===== config.mk =====
export PLATFORM = sky130hd
export DESIGN_NAME = dcpb_pll_bank
export DESIGN_NICKNAME = d
export VERILOG_FILES = /design/src/rtl/dcpb_byte_store.v /design/src/rtl/dcpb_pll_bank.v
export VERILOG_INCLUDE_DIRS = /design/src /design/src/rtl
export SDC_FILE = /design/constraint.sdc
export NUM_CORES = 1
export LEC_CHECK = 0
export BUFFER_PORTS_ARGS = -buffer_cell sky130_fd_sc_hd__clkbuf_2
export CAP_MARGIN = 20
export CORE_ASPECT_RATIO = 1.5
export CORE_UTILIZATION = 31
export CTS_BUF_LIST = sky130_fd_sc_hd__clkbuf_4
export DETAILED_ROUTE_END_ITERATION = 10
export PLACE_DENSITY_LB_ADDON = 0.3
export SYNTH_ARGS = -nofsm -noshare
export SYNTH_HDL_FRONTEND = slang
export SYNTH_SLANG_ARGS = --single-unit

===== constraint.sdc =====
create_clock -name ref_clk -period 16.9 [get_ports ref_clk]
set_clock_uncertainty 0.2 [all_clocks]
set_input_delay 1.69 -clock ref_clk [delete_from_list [all_inputs] [get_ports ref_clk]]
set_output_delay 1.69 -clock ref_clk [all_outputs]
set_load 0.03 [all_outputs]

===== src/rtl/dcpb_consts.vh =====
`ifndef DCPB_CONSTS_VH
`define DCPB_CONSTS_VH
// Register indices (byte map); Avalon byte address = index * 4
`define DCPB_REG_COUNT      24
`define DCPB_IDX_GLOBAL_A   20
`define DCPB_IDX_GLOBAL_B   21
`define DCPB_IDX_FIXED      22
`define DCPB_IDX_STATUS     23
// Fixed pattern of byte 22
`define DCPB_FIXED_VALUE    8'hA0
// Byte 20 fields
`define DCPB_MODE_HI        7
`define DCPB_MODE_LO        6
`define DCPB_CFG_BIT        5
`define DCPB_CFG_SRC_BIT    4
`define DCPB_OE1_BIT        3
`define DCPB_OE0_BIT        2
// Byte 21 fields
`define DCPB_INSEL_BIT      7
`define DCPB_POLICY_HI      6
`define DCPB_POLICY_LO      5
`define DCPB_RATE_HI        3
`define DCPB_RATE_LO        2
`define DCPB_WIN_HI         1
`define DCPB_WIN_LO         0
// Writable masks (reserved bits kept zero)
`define DCPB_MASK_GLOBAL_A  8'hFC
`define DCPB_MASK_GLOBAL_B  8'hEF
// Reset values of the global bytes
`define DCPB_RST_GLOBAL_A   8'h0C
`define DCPB_RST_GLOBAL_B   8'h08
// Mode codes
`define DCPB_MODE_LBW       2'b00
`define DCPB_MODE_SYN       2'b01
// Input selection policy codes
`define DCPB_POL_PIN        2'b00
`define DCPB_POL_REG        2'b11
// Edge window in microseconds per code, and core clock rate
`define DCPB_WIN_BASE_US    2
`define DCPB_CLK_MHZ        20
`define DCPB_WIN_BASE_CYC   (`DCPB_WIN_BASE_US * `DCPB_CLK_MHZ)
`endif


===== src/rtl/dcpb_byte_store.v =====
`timescale 1ns/1ps
`default_nettype none
// Byte storage for the two configuration sets, read data registered
module dcpb_byte_store #(
  parameter DEPTH = 20,
  parameter AW    = 5
) (
  input  wire           ref_clk,   // Core clock
  input  wire           reset,     // Async reset, active high
  input  wire           wr_en,     // Write strobe
  input  wire [AW-1:0]  addr,      // Byte index
  input  wire [7:0]     wr_data,   // Write byte
  output reg  [7:0]     rd_data,   // Registered read byte
  output wire [8*DEPTH-1:0] flat   // All bytes, byte 0 lowest
);
  reg [7:0] mem_reg [0:DEPTH-1];
  integer i;
  genvar g;

  always @(posedge ref_clk or posedge reset) begin
    if (reset) begin
      for (i = 0; i < DEPTH; i = i + 1)
        mem_reg[i] <= 8'h00;
      rd_data <= 8'h00;
    end else begin
      if (wr_en && addr < DEPTH)
        mem_reg[addr] <= wr_data;
      rd_data <= (addr < DEPTH) ? mem_reg[addr] : 8'h00;
    end
  end

  generate
    for (g = 0; g < DEPTH; g = g + 1) begin : g_flat
      assign flat[8*g +: 8] = mem_reg[g];
    end
  endgenerate
endmodule
`default_nettype wire


===== src/rtl/dcpb_pll_bank.v =====
// Function
// - Selected set type bit 0 gives PECL style on first pair, 1 gives LVDS
// - Same encoding on second pair from the set's second type bit
// - Each set holds a 17-bit reference prescale value
// - Each set holds a 17-bit lower loop divisor
// - Each set holds 8-bit whole and 18-bit fraction upper loop divisor
// - Each set holds an 11-bit output divisor
// - Sets mean the same; only the selected set drives operation
// - Mode 00 low bandwidth, 01 synthesis, 10 and 11 high bandwidth
// - Set choice from pin when source bit 0, register bit when 1
// - Register set bit picks set, ignored unless source bit is 1
// - Pair enabled only when register enable and pin enable both high
// - Policy 00 pin manual, 01 auto nonrevertive, 10 revertive, 11 register
// - Input select picks input, names primary in auto, ignored in pin mode
// - Low bandwidth ADC rate is crystal divided by 16, 8, 4 or 2
// - Edge window is 2, 4, 8 or 16 microseconds for codes 00 to 11
// - Per input fault flag follows input state and is mirrored on pin
// - Crystal fault flag follows crystal state and is mirrored on pin
// - Lock flag reads 1 when locked and is mirrored on pin
// - Frozen tracking flag reads 1 in frozen_tracking_flag and is mirrored on pin
// - Active input bit follows fail-over and is mirrored on pin
// - Internal operation field decoded by mode into its subfields
// - Modulator enable 0 integer feedback, 1 fractional feedback
// - Modulator order 0 second order, 1 third order
//
// Implementation choices: the Avalon-MM register port and the register offsets.
`timescale 1ns/1ps
`default_nettype none
`include "dcpb_consts.vh"
module dcpb_pll_bank (
  input  wire        ref_clk,               // Core clock, 20 MHz
  input  wire        reset,                 // Async reset, active high
  // Avalon-MM slave
  input  wire [6:0]  avs_address,           // Byte address
  input  wire        avs_read,              // Read request
  input  wire        avs_write,             // Write request
  input  wire [31:0] avs_writedata,         // Write data, low byte used
  input  wire [3:0]  avs_byteenable,        // Byte enables
  output reg  [31:0] avs_readdata,          // Read data
  output wire        avs_waitrequest,       // Stall
  output reg  [1:0]  avs_response,          // 00 ok, 10 slave error
  // Pins
  input  wire        config_select_pin,     // Set choice pin
  input  wire        first_output_enable,   // Enable pin, first pair
  input  wire        second_output_enable,  // Enable pin, second pair
  input  wire        input_select_pin,      // Manual input pin
  // Status from the PLL core
  input  wire        input_zero_fault,      // Input 0 bad
  input  wire        input_one_fault,       // Input 1 bad
  input  wire        crystal_fault,         // Crystal bad
  input  wire        pll_locked_flag,       // PLL locked
  input  wire        frozen_tracking_flag,  // Frozen_tracking_flag
  input  wire        active_input,          // Input in use
  // Status pins
  output reg         input_zero_fault_pin,  // Mirror
  output reg         input_one_fault_pin,   // Mirror
  output reg         crystal_fault_pin,     // Mirror
  output reg         pll_locked_pin,        // Mirror
  output reg         frozen_tracking_pin,   // Mirror
  output reg         active_input_pin,      // Mirror
  // Selected configuration to the analog core
  output reg         active_set,            // Set in use
  output reg         first_pair_signal_style,   // 0 PECL, 1 LVDS
  output reg         second_pair_signal_style,  // 0 PECL, 1 LVDS
  output reg         first_pair_on,         // First pair enabled
  output reg         second_pair_on,        // Second pair enabled
  output reg  [16:0] reference_prescale,    // Reference divider
  output reg  [16:0] lower_loop_divisor,    // Lower loop divider
  output reg  [7:0]  upper_loop_whole_part, // Upper divider integer
  output reg  [17:0] upper_loop_fraction_part, // Upper divider fraction
  output reg  [10:0] output_divisor,        // Output divider
  output reg  [6:0]  internal_operation_field, // Raw field of the set
  output reg  [1:0]  pll_mode,              // 00 low, 01 syn, 1x high
  output reg         high_bandwidth_mode,   // Decoded mode
  output reg         synthesis_mode,        // Decoded mode
  output reg  [1:0]  upper_loop_filter,     // Syn/high modes
  output reg         modulator_order,       // 0 second, 1 third
  output reg         modulator_enable,      // Fractional feedback on
  output reg  [1:0]  upper_pump_current,    // Syn/high modes
  output reg  [3:0]  adc_gain,              // Low bandwidth only
  output reg  [1:0]  lower_pump_current,    // Low bandwidth only
  output reg         reduced_pump_option,   // All modes
  output reg  [17:0] applied_fraction,      // Zero in integer mode
  output reg  [1:0]  input_selection_policy, // Selection policy
  output reg         selected_input,        // Input chosen
  output reg         primary_input,         // Primary in auto modes
  output reg  [4:0]  adc_rate_divisor,      // 16, 8, 4 or 2
  output reg  [11:0] edge_window_cycles     // Window in core cycles
);

  // -----------------------------------------------------------------
  // Pin synchronisers
  // -----------------------------------------------------------------
  reg [9:0] meta_reg;
  reg [9:0] sync_reg;
  wire [9:0] raw_pins = {config_select_pin, first_output_enable,
                         second_output_enable, input_select_pin,
                         input_zero_fault, input_one_fault, crystal_fault,
                         pll_locked_flag, frozen_tracking_flag,
                         active_input};
  always @(posedge ref_clk or posedge reset) begin
    if (reset) begin
      meta_reg <= 10'h000;
      sync_reg <= 10'h000;
    end else begin
      meta_reg <= raw_pins;
      sync_reg <= meta_reg;
    end
  end
  wire cfg_pin_s  = sync_reg[9];
  wire oe0_pin_s  = sync_reg[8];
  wire oe1_pin_s  = sync_reg[7];
  wire insel_s    = sync_reg[6];
  wire [5:0] stat_s = sync_reg[5:0];

  // -----------------------------------------------------------------
  // Bus slave: reads wait two cycles for the registered store
  // -----------------------------------------------------------------
  localparam ST_IDLE  = 3'b001;
  localparam ST_FETCH = 3'b010;
  localparam ST_DONE  = 3'b100;
  reg [2:0] state_reg;
  reg [2:0] state_next;

  wire [4:0] idx      = avs_address[6:2];
  wire       mapped   = (avs_address[6:2] < `DCPB_REG_COUNT) &&
                        (avs_address[1:0] == 2'b00);
  wire       low_lane = avs_byteenable[0];
  wire       is_cfg   = idx < `DCPB_IDX_GLOBAL_A;
  wire       wr_take  = avs_write && state_reg == ST_IDLE;
  wire       store_we = wr_take && mapped && is_cfg && low_lane;
  wire [7:0] wbyte    = avs_writedata[7:0];

  always @* begin
    case (state_reg)
      ST_IDLE:  state_next = avs_read ? ST_FETCH : ST_IDLE;
      ST_FETCH: state_next = ST_DONE;
      default: state_next = ST_IDLE;
    endcase
  end
  assign avs_waitrequest = avs_read && state_reg != ST_DONE;

  always @(posedge ref_clk or posedge reset) begin
    if (reset)
      state_reg <= ST_IDLE;
    else
      state_reg <= state_next;
  end

  // -----------------------------------------------------------------
  // Configuration set storage, bytes 0 to 19
  // -----------------------------------------------------------------
  wire [7:0]   store_rd;
  wire [159:0] cfg_flat;
  dcpb_byte_store #(.DEPTH(20), .AW(5)) u_store (
    .ref_clk (ref_clk),
    .reset   (reset),
    .wr_en   (store_we),
    .addr    (idx),
    .wr_data (wbyte),
    .rd_data (store_rd),
    .flat    (cfg_flat)
  );

  // -----------------------------------------------------------------
  // Global control bytes
  // -----------------------------------------------------------------
  reg [7:0] glob_a_reg;
  reg [7:0] glob_b_reg;
  always @(posedge ref_clk or posedge reset) begin
    if (reset) begin
      glob_a_reg <= `DCPB_RST_GLOBAL_A;
      glob_b_reg <= `DCPB_RST_GLOBAL_B;
    end else if (wr_take && mapped && low_lane) begin
      // Reserved bits masked so they always read zero
      if (idx == `DCPB_IDX_GLOBAL_A)
        glob_a_reg <= wbyte & `DCPB_MASK_GLOBAL_A;
      if (idx == `DCPB_IDX_GLOBAL_B)
        glob_b_reg <= wbyte & `DCPB_MASK_GLOBAL_B;
    end
  end

  // Status byte is built from pins only; writes never reach it
  wire [7:0] status_byte = {stat_s[0], stat_s[1], stat_s[4], stat_s[5],
                            stat_s[3], stat_s[2], 2'b00};

  // -----------------------------------------------------------------
  // Read data and response
  // -----------------------------------------------------------------
  reg [4:0] rd_idx_reg;
  reg       rd_ok_reg;
  reg [7:0] rd_byte;
  always @* begin
    case (rd_idx_reg)
      `DCPB_IDX_GLOBAL_A: rd_byte = glob_a_reg;
      `DCPB_IDX_GLOBAL_B: rd_byte = glob_b_reg;
      `DCPB_IDX_FIXED:    rd_byte = `DCPB_FIXED_VALUE;
      `DCPB_IDX_STATUS:   rd_byte = status_byte;
      default:            rd_byte = store_rd;
    endcase
  end

  always @(posedge ref_clk or posedge reset) begin
    if (reset) begin
      rd_idx_reg   <= 5'h00;
      rd_ok_reg    <= 1'b0;
      avs_readdata <= 32'h0000_0000;
      avs_response <= 2'b00;
    end else begin
      if (state_reg == ST_IDLE && avs_read) begin
        rd_idx_reg <= idx;
        rd_ok_reg  <= mapped;
      end
      if (wr_take)
        avs_response <= mapped ? 2'b00 : 2'b10;
      if (state_reg == ST_FETCH) begin
        avs_readdata <= rd_ok_reg ? {24'h00_0000, rd_byte} : 32'h0000_0000;
        avs_response <= rd_ok_reg ? 2'b00 : 2'b10;
      end
    end
  end

  // -----------------------------------------------------------------
  // Set selection and field extraction
  // -----------------------------------------------------------------
  wire set_sel = glob_a_reg[`DCPB_CFG_SRC_BIT] ?
                 glob_a_reg[`DCPB_CFG_BIT] : cfg_pin_s;
  // Byte b of the selected set: set 0 uses even, set 1 odd indices
  function [7:0] sb;
    input [159:0] f;
    input [3:0]   b;
    input         s;
    begin
      sb = f[8*({b, 1'b0} + s) +: 8];
    end
  endfunction

  wire [7:0] b0 = sb(cfg_flat, 4'd0, set_sel);
  wire [7:0] b1 = sb(cfg_flat, 4'd1, set_sel);
  wire [7:0] b2 = sb(cfg_flat, 4'd2, set_sel);
  wire [7:0] b3 = sb(cfg_flat, 4'd3, set_sel);
  wire [7:0] b4 = sb(cfg_flat, 4'd4, set_sel);
  wire [7:0] b5 = sb(cfg_flat, 4'd5, set_sel);
  wire [7:0] b6 = sb(cfg_flat, 4'd6, set_sel);
  wire [7:0] b7 = sb(cfg_flat, 4'd7, set_sel);
  wire [7:0] b8 = sb(cfg_flat, 4'd8, set_sel);
  wire [7:0] b9 = sb(cfg_flat, 4'd9, set_sel);

  wire [17:0] frac_w  = {b0, b1, b2[7:6]};
  wire [7:0]  whole_w = {b2[5:0], b3[7:6]};
  wire [16:0] pre_w   = {b3[5:0], b4, b5[7:5]};
  wire [16:0] low_w   = {b5[4:0], b6, b7[7:4]};
  wire [10:0] out_w   = {b7[3:0], b8[7:1]};
  wire [6:0]  iop_w   = {b8[0], b9[7:2]};
  wire [1:0]  mode_w  = glob_a_reg[`DCPB_MODE_HI:`DCPB_MODE_LO];
  wire        lbw_w   = mode_w == `DCPB_MODE_LBW;
  wire [1:0]  pol_w   = glob_b_reg[`DCPB_POLICY_HI:`DCPB_POLICY_LO];
  wire [1:0]  rate_w  = glob_b_reg[`DCPB_RATE_HI:`DCPB_RATE_LO];
  wire [1:0]  win_w   = glob_b_reg[`DCPB_WIN_HI:`DCPB_WIN_LO];
  wire        insel_r = glob_b_reg[`DCPB_INSEL_BIT];
  localparam integer WIN_CYC = `DCPB_WIN_BASE_CYC;

  // -----------------------------------------------------------------
  // Registered outputs to the core
  // -----------------------------------------------------------------
  always @(posedge ref_clk or posedge reset) begin
    if (reset) begin
      active_set               <= 1'b0;
      first_pair_signal_style  <= 1'b0;
      second_pair_signal_style <= 1'b0;
      first_pair_on            <= 1'b0;
      second_pair_on           <= 1'b0;
      reference_prescale       <= 17'h0_0000;
      lower_loop_divisor       <= 17'h0_0000;
      upper_loop_whole_part    <= 8'h00;
      upper_loop_fraction_part <= 18'h0_0000;
      output_divisor           <= 11'h000;
      internal_operation_field <= 7'h00;
      pll_mode                 <= 2'b00;
      high_bandwidth_mode      <= 1'b0;
      synthesis_mode           <= 1'b0;
      upper_loop_filter        <= 2'b00;
      modulator_order          <= 1'b0;
      modulator_enable         <= 1'b0;
      upper_pump_current       <= 2'b00;
      adc_gain                 <= 4'h0;
      lower_pump_current       <= 2'b00;
      reduced_pump_option      <= 1'b0;
      applied_fraction         <= 18'h0_0000;
      input_selection_policy   <= 2'b00;
      selected_input           <= 1'b0;
      primary_input            <= 1'b0;
      adc_rate_divisor         <= 5'h10;
      edge_window_cycles       <= 12'h000;
      input_zero_fault_pin     <= 1'b0;
      input_one_fault_pin      <= 1'b0;
      crystal_fault_pin        <= 1'b0;
      pll_locked_pin           <= 1'b0;
      frozen_tracking_pin      <= 1'b0;
      active_input_pin         <= 1'b0;
    end else begin
      active_set               <= set_sel;
      first_pair_signal_style  <= b9[0];
      second_pair_signal_style <= b9[1];
      first_pair_on  <= glob_a_reg[`DCPB_OE0_BIT] & oe0_pin_s;
      second_pair_on <= glob_a_reg[`DCPB_OE1_BIT] & oe1_pin_s;
      reference_prescale       <= pre_w;
      lower_loop_divisor       <= low_w;
      upper_loop_whole_part    <= whole_w;
      upper_loop_fraction_part <= frac_w;
      output_divisor           <= out_w;
      internal_operation_field <= iop_w;
      pll_mode            <= mode_w;
      high_bandwidth_mode <= mode_w[1];
      synthesis_mode      <= mode_w == `DCPB_MODE_SYN;
      // Loop two fields fall back to defaults in low bandwidth
      upper_loop_filter   <= lbw_w ? 2'b00 : iop_w[6:5];
      modulator_order     <= lbw_w ? 1'b0  : iop_w[4];
      modulator_enable    <= lbw_w ? 1'b0  : iop_w[3];
      upper_pump_current  <= lbw_w ? 2'b00 : iop_w[2:1];
      adc_gain            <= lbw_w ? iop_w[6:3] : 4'h0;
      lower_pump_current  <= lbw_w ? iop_w[2:1] : 2'b00;
      reduced_pump_option <= iop_w[0];
      applied_fraction    <= (!lbw_w && iop_w[3]) ?
                             frac_w : 18'h0_0000;
      input_selection_policy <= pol_w;
      // Auto policies hand the primary to the core's fail-over logic
      case (pol_w)
        `DCPB_POL_PIN: selected_input <= insel_s;
        `DCPB_POL_REG: selected_input <= insel_r;
        default:       selected_input <= insel_r;
      endcase
      primary_input    <= insel_r;
      adc_rate_divisor <= 5'h10 >> rate_w;
      edge_window_cycles <= WIN_CYC[11:0] << win_w;
      input_zero_fault_pin <= stat_s[5];
      input_one_fault_pin  <= stat_s[4];
      crystal_fault_pin    <= stat_s[3];
      pll_locked_pin       <= stat_s[2];
      frozen_tracking_pin  <= stat_s[1];
      active_input_pin     <= stat_s[0];
    end
  end
endmodule
`default_nettype wire


==> key figures, run 1 <==
Run status
  • Run status: complete, no violations

Timing
  • Fmax: roughly 250 MHz
  • Post-layout min period: 4.07 ns
  • Slew @ Worst Pin: 1.04 ns
  • Hold violation total from the final report: 0
  • Fin Hold WS: roughly 0.11 ns
  • Final TNS setup: 0 ns
  • Final setup vio count: 0
  • RSZ-0062 raised after global routing: false
  • Slew HR: 30.4%
  • Final period util: 24.1%
  • Final Max Slew Viols: 0

Setup path
  • CP Capture Type: primary output
  • CP max FO: 2
  • Worst EP required: around 15 ns
  • R2R depth: 4
  • CP cell instances: clkbuf_2 -> a21boi_0 -> clkbuf_2
  • Crit-path slowest cell: clkbuf_2
  • CP max stage delay: about 0.24 ns
  • Launch point of the worst reg-to-reg path: state_reg[0]$_DFF_PP1_
  • R2r setup slk: between 10 and 15 ns
  • Nature of the critical path startpoint: input pin
  • Crit path arrival time: 2.18 ns
  • Most frequent CP cell: clkbuf_2
  • Worst R2R End: u_store.flat[108]$_DFFE_PP0P_
  • Critical path type: in2out
  • Delay-heaviest family, CP: buffers and inverters
  • CP Buf/Inv Count: 2

Global routing
  • First-pass GRT wire length: 56300 um
  • GRT Residual Overflow: 0
  • Vias in the first global route: between 9k and 10k
  • Initial antenna violation count: 4
  • Tot GR Track Use: 16.2%
  • Largest net degree at the start of global routing: approximately 120

Placement
  • RePlAce Congestion: 0.828
  • DP HPWL: 24900 um
  • I/O Buffers: 177
  • Placed insts: 1721
  • DP Area: 15800 sq um

Clock network
  • Post-CTS Resized: 0
  • CTS Buffer Depth: 3
  • CTS Hold Bufs: 0
  • H-tree levels: 3
  • CTS Buf Count: 89
  • Worst skew pair latency: 0.81 ns
  • CTS tree: done
  • Clk pin slew, worst setup/hold paths: around 0.070 ns
  • Clock root buffer: clkbuf_4
  • Setup Fix Bufs, Post-CTS: 0
  • Clock Sinks: approximately 360

Run
  • Number of max-cap violations: 0

Worst hold path
  • WHS Path Cells: 0
  • Hold Startpoint: meta_reg[9]$_DFF_PP0_
  • Hold/Removal Path Class: reg2reg
  • Worst min-delay path endpoint: sync_reg[9]$_DFF_PP0_

Synthesis
  • Post-synthesis cell type count: 50
  • Post-synthesis async set-or-reset flop share: 100%
  • Primary FF master, synth: dfrtp_1
  • Average size of a mapped cell: between 10 and 15 sq um
  • Post-synthesis sequential area ratio: 61.2%
  • Synth Instances: 1006
  • Post-synth EDFFs: 0
  • Commonest cells in the netlist: dfrtp_1 (350), mux2_2 (255), mux2i_1 (72)
  • Yosys warnings: 0
  • Most frequent cell after synthesis: dfrtp_1
  • Top cell type's share of synthesized area: 60.3%
  • Synth area leaders: dfrtp_1 (60%), mux2_2 (20%), mux2i_1 (5.0%)
  • Mapped cell area: 14500 sq um
  • Area leader, netlist: dfrtp_1
  • Seq cells post-synth: 355

Floorplanning
  • Ports: approximately 240
  • Initial Utilization: 31.5%
  • Die height: 267 um
  • Core area: ~46000 sq um
  • Width of the die: 179 um
  • Row count: 96
  • Die area: around 48000 sq um

Layout
  • Post-layout util: roughly 37%
  • Max reg flops: 160
  • P&R area growth vs syn: 16.9%
  • Fill count: 4552
  • Layout Nets: about 1.3k
  • Final instance area: 17000 sq um
  • Layout cells sized above 1: 48.1%
  • Fin cells: 1881

Route
  • Vias: 8862
  • First drt pass iteration count: 4
  • Routed Antenna Nets: 0
  • Final WL: about 37000 um
  • WL/cell: 19.9 um
  • DRC viols: 0
  • DRT iter0 DRCs: 329
  • Vias per inst: 4.71

Pwr
  • Pwr dens: about 110 nW/um^2
  • Peak VDD IR: 0.0000470 V
  • Lkg Pwr: slightly below 0.009 uW
## report_power, final
part	internal, uW	leakage [uW]	switching (uW)	total (uW)
sequential	903	0.00482	38.3	942
clock	356	0.000665	350	706
combinational	81.7	0.00329	149	231
## worst max-delay path by stage
stage,startpoint,to,slack (ns),cells past startpoint
2_1_floorplan,reset,active_input_pin$_DFF_PP0_,5.17,1
3_3_place_gp,avs_address[3],u_store.flat[30]$_DFFE_PP0P_,12.09,5
3_5_place_dp,avs_address[3],u_store.flat[56]$_DFFE_PP0P_,12.01,5
4_1_cts,avs_read,avs_waitrequest,12.82,3
5_1_grt,reset,u_store.flat[85]$_DFFE_PP0P_,12.69,4
6_report,avs_read,avs_waitrequest,12.83,3
## worst register-to-register path, delay by kind of cell, from the launching register on
kind | cells | cell delay [ns]
muxes | 1 | 0.41
DFF | 1 | 0.54
and+or+nand+nor | 3 | 1.49
## area by class of cell
class                           instances  area, sq um  share of cell area, %
Timing Repair Buffer                  186          973                   5.74
Clock buffer                          124          931                   5.49
Antenna cell                            1         2.50                 0.0147
Inverter                               12         52.6                  0.310
Clock inverter                         33          173                   1.02
Tap cell                              588          736                   4.34
Sequential cell                       355         8890                   52.4
Multi-Input combinational cell        582         5210                   30.7
## layer usage
metal	vias up	share of wire [%]	GRT usage, %
met5	-	0.11	0
met4	6	3.5	7.88
met3	88	4.9	3.97
met2	273	53	28.2
met1	4501	38	18.2
li1	3994	-	-
## cells by family (layout without fill, tap and decap cells)
| group | Yosys count | count (layout) | synth area share, % |
|---|---|---|---|
| compound gates | 63 | 63 | 2.83 |
| simple gates | 149 | 149 | 5.94 |
| other cells | 1 | 33 | 0.0258 |
| flops | 355 | 355 | 61.3 |
| buf+inv | 100 | 355 | 3.66 |
| mux | 338 | 338 | 26.3 |
## stage by stage
| step | worst slack (ns) | total power, uW |
|---|---|---|
| after global placement | 12.09 | 1190 |
| after CTS | 12.82 | 1920 |
| after global routing | 12.69 | 1980 |
| after detailed placement | 12.01 | 1190 |
| after floorplan | 5.17 | 1120 |
| final | 12.83 | 1880 |
## layout by cell type (no fill, tap or decap), types with 10 or more instances in the layout
master / n
a211oi_1: 10
a21oi_1: 13
clkbuf_2: 176
clkbuf_4: 124
clkinv_1: 20
conb_1: 32
dfrtp_1: 350
inv_1: 11
mux2_2: 255
mux2i_1: 72
nand2_1: 30
nand2_2: 10
nand3_1: 11
nor2_1: 27
nor2b_1: 26
o22ai_1: 15
No activity file was read; power rests on OpenSTA's default activity.
==> run 2, diff against run 1 <==
--- a/config.mk
+++ b/config.mk
@@ -6,6 +6,7 @@
 export SDC_FILE = /design/constraint.sdc
 export NUM_CORES = 1
 export LEC_CHECK = 0
+export ABC_AREA = 1
 export BUFFER_PORTS_ARGS = -buffer_cell sky130_fd_sc_hd__clkbuf_2
 export CAP_MARGIN = 20
 export CORE_ASPECT_RATIO = 1.5
==> constraint.sdc (replaced) <==
create_clock -name ref_clk -period 3.3 [get_ports ref_clk]
set_clock_uncertainty 0.2 [all_clocks]
set_input_delay 0.33 -clock ref_clk [delete_from_list [all_inputs] [get_ports ref_clk]]
set_output_delay 0.33 -clock ref_clk [all_outputs]
set_load 0.03 [all_outputs]
==> key figures, run 2 <==
Placement
  • Placed insts: 2584 (was 1721)
  • I/O Buffers: 177 (unchanged)
  • DP HPWL: 31400 um (was 24900 um)
  • RePlAce Congestion: 0.855 (was 0.828)

Layout
  • Commonest non-fill, non-tap cells in the layout: nand2_1 (679), dfrtp_1 (350), nand4_1 (183), clkbuf_2 (177), inv_1 (128) (was dfrtp_1 (350), mux2_2 (255), clkbuf_2 (176), clkbuf_4 (124), mux2i_1 (72))
  • Max reg flops: 160 (unchanged)
  • Post-layout util: 37.6% (was 36.9%)
  • Layout Nets: 2105 (was 1283)
  • P&R area growth vs syn: 19.0% (was 16.9%)
  • Layout cells sized above 1: 20.4% (was 48.1%)
  • Commonest non-fill, non-tap cell in the layout: nand2_1 (was dfrtp_1)
  • Fin cells: 2779 (was 1881)

Setup path
  • Delay-heaviest family, CP: buffers and inverters (unchanged)
  • Crit path arrival time: 3.65 ns (was 2.18 ns)
  • Critical path type: in2reg (was in2out)
  • CP max FO: 6 (was 2)
  • CP max stage delay: 0.71 ns (was 0.24 ns)
  • CP Capture Type: register (was primary output)
  • Most frequent CP cell: dlygate4sd3_1 (was clkbuf_2)
  • CP cell instances: dlygate4sd3_1 -> clkbuf_2 -> nor2_1 -> dlygate4sd3_1 -> nand2_1 -> nor3_4 -> dlygate4sd3_1 -> nand3_1 -> dlygate4sd3_1 -> nand2_1 (was clkbuf_2 -> a21boi_0 -> clkbuf_2)
  • CP Buf/Inv Count: 5 (was 2)
  • Crit-path slowest cell: dlygate4sd3_1 (was clkbuf_2)
  • Worst EP required: 3.81 ns (was 15.01 ns)
  • Nature of the critical path startpoint: input pin (unchanged)

Timing
  • RSZ-0062 raised after global routing: false (unchanged)
  • Final setup vio count: 0 (unchanged)
  • Hold violation total from the final report: 0 (unchanged)
  • Slew @ Worst Pin: 0.949 ns (was 1.04 ns)
  • Final period util: around 95%
  • Final Max Slew Viols: 0 (unchanged)
  • Final TNS setup: 0 ns (unchanged)
  • Slew HR: 36.7% (was 30.4%)
  • Post-layout min period: 3.14 ns
  • Fmax: 318 MHz

Clock network
  • Worst skew pair latency: 0.82 ns (was 0.81 ns)
  • Clock root buffer: clkbuf_4 (unchanged)
  • Clk pin slew, worst setup/hold paths: 0.08 ns (was 0.07 ns)
  • CTS Buf Count: 87 (was 89)
  • H-tree levels: 3 (unchanged)
  • CTS Buffer Depth: 3 (unchanged)
  • Clock Sinks: 355 (unchanged)
  • CTS tree: done (unchanged)

Route
  • WL/cell: 17.6 um (was 19.9 um)
  • DRT iter0 DRCs: 1005 (was 329)
  • First drt pass iteration count: 7 (was 4)
  • DRC viols: 0 (unchanged)
  • Final WL: 48900 um (was 37400 um)
  • Vias: 13.5k (was 8862)
  • Routed Antenna Nets: 0 (unchanged)
  • Vias per inst: 4.87 (was 4.71)

Floorplanning
  • Width of the die: 186 um (was 179 um)
  • Initial Utilization: 31.6% (was 31.5%)
  • Ports: 237 (unchanged)
  • Core area: 49800 sq um (was 46000 sq um)
  • Row count: 100 (was 96)
  • Die height: 278 um (was 267 um)
  • Die area: 51600 sq um (was 47700 sq um)

Synthesis
  • Mapped cell area: 15700 sq um (was 14500 sq um)
  • Average size of a mapped cell: 8.70 sq um (was 14.4 sq um)
  • Post-synthesis sequential area ratio: 56.6% (was 61.2%)
  • Top cell type's share of synthesized area: 55.7% (was 60.3%)
  • Post-synth EDFFs: 0 (unchanged)
  • Post-synthesis async set-or-reset flop share: 100% (unchanged)
  • Primary FF master, synth: dfrtp_1 (unchanged)
  • Most frequent cell after synthesis: nand2_1 (was dfrtp_1)
  • Area leader, netlist: dfrtp_1 (unchanged)
  • Commonest cells in the netlist: nand2_1 (679), dfrtp_1 (350), nand4_1 (183) (was dfrtp_1 (350), mux2_2 (255), mux2i_1 (72))
  • Yosys warnings: 0 (unchanged)
  • Post-synthesis cell type count: 29 (was 50)
  • Seq cells post-synth: 355 (unchanged)
  • Synth Instances: 1807 (was 1006)
  • Synth area leaders: dfrtp_1 (56%), nand2_1 (16%), nand4_1 (7.3%) (was dfrtp_1 (60%), mux2_2 (20%), mux2i_1 (5.0%))

Pwr
  • Pwr dens: 502 nW/um^2 (was 111 nW/um^2)
  • Total power after layout: 9400 uW (was 1880 uW)
  • Lkg Pwr: 0.00999 uW (was 0.00878 uW)
  • Peak VDD IR: 0.000275 V (was 0.0000470 V)

Run
  • Number of max-cap violations: 0 (unchanged)

Global routing
  • Vias in the first global route: 13.5k (was 9485)
  • First-pass GRT wire length: 76400 um (was 56300 um)
  • Initial antenna violation count: 3 (was 4)
  • GRT Residual Overflow: 0 (unchanged)
  • Tot GR Track Use: 19.4% (was 16.2%)
  • Largest net degree at the start of global routing: 110 (was 124)

Run status
  • Run status: complete, no violations (unchanged)

Worst hold path
  • Hold/Removal Path Class: in2reg (was reg2reg)
-- run 2: cell types whose count changed after synthesis, sizes merged, moves of 26 or more --
cell / change
nand2: +641
nor2: +93
mux2i: -73
buf: +30
nor2b: -26
o21ai: +94
inv: +121
mux2: -233
nand4: +202
-- run 2: worst reg2reg max path, stage by stage (launching register included) --
cell	delay, ns
dfstp_2	0.54
nand4_1	0.30
nor3_4	0.30
dlygate4sd3_1	0.71
nand3_1	0.12
dlygate4sd3_1	0.61
nand2_1	0.08
-- run 2: layout make-up --
cell class	count	area (sq um)
fillers	5195	31100
repair buffers	254	1660
multi-input cells	1217	5740
inverters	133	503
diodes	3	7.51
well taps	663	830
clock inverters	41	224
flip-flops and latches	355	8890
clock buffers	113	848
-- run 2: final timing paths --
kind	start	endpoint	slack, ns	depth (start not counted)
setup / recovery	avs_address[0]	glob_b_reg[3]$_DFFE_PP1P_	0.16	10
hold / removal	avs_writedata[5]	u_store.flat[85]$_DFFE_PP0P_	0.1	3
setup reg to reg	state_reg[0]$_DFF_PP1_	glob_b_reg[3]$_DFFE_PP1P_	0.38	6
hold reg to reg	meta_reg[8]$_DFF_PP0_	sync_reg[8]$_DFF_PP0_	0.14	0
max in group asynchronous	reset	lower_pump_current[0]$_DFF_PP0_	1.24	5
min in group asynchronous	reset	u_store.flat[7]$_DFFE_PP0P_	0.60	4
-- run 2: kinds of logic after synthesis --
| family | share of synthesized area, % |
|---|---|
| and+or+nand+nor | 30.0 |
| buffers and inverters | 7.75 |
| AOI/OAI and AO/OA | 3.96 |
| other | 0.0239 |
| muxes | 1.72 |
| DFF | 56.6 |
-- run 2: where the power goes --
part           total [uW]  switching [uW]  internal (uW)
registers            4670             128           4540
logic                1120             851            273
clock network        3600            1830           1770
total                9400            2810           6580
-- run 2: per-layer routing --
metal / track usage, % / part of all wire, % / up-vias
met5: 0 / 0 / -
met2: 32.1 / 50 / 559
met1: 23.5 / 39 / 6527
met4: 11.2 / 4.5 / 0
met3: 3.44 / 6.3 / 118
li1: - / - / 6337
-- run 2: metrics by stage --
| step | worst slack (ns) | hold WS [ns] | cell area (sq um) |
|---|---|---|---|
| 6_report | 0.158 | 0.0969 | 18700 |
| 3_3_place_gp | 0.833 | 0.134 | 17200 |
| 3_5_place_dp | 0.837 | 0.135 | 17200 |
| 2_1_floorplan | -1.98 | 0.131 | 15800 |
| 5_1_grt | 0.0827 | 0.0664 | 18700 |
| 4_1_cts | 0.214 | 0.00954 | 18700 |
-- run 2: repair_timing --
action / in CTS / in global routing
gates resized for setup: 0 / 0
setup endpoints to repair: 0 / 1
hold buffers: 37 / 0
endpoints found under the hold margin: 226 / 0
buffers inserted: 0 / 1
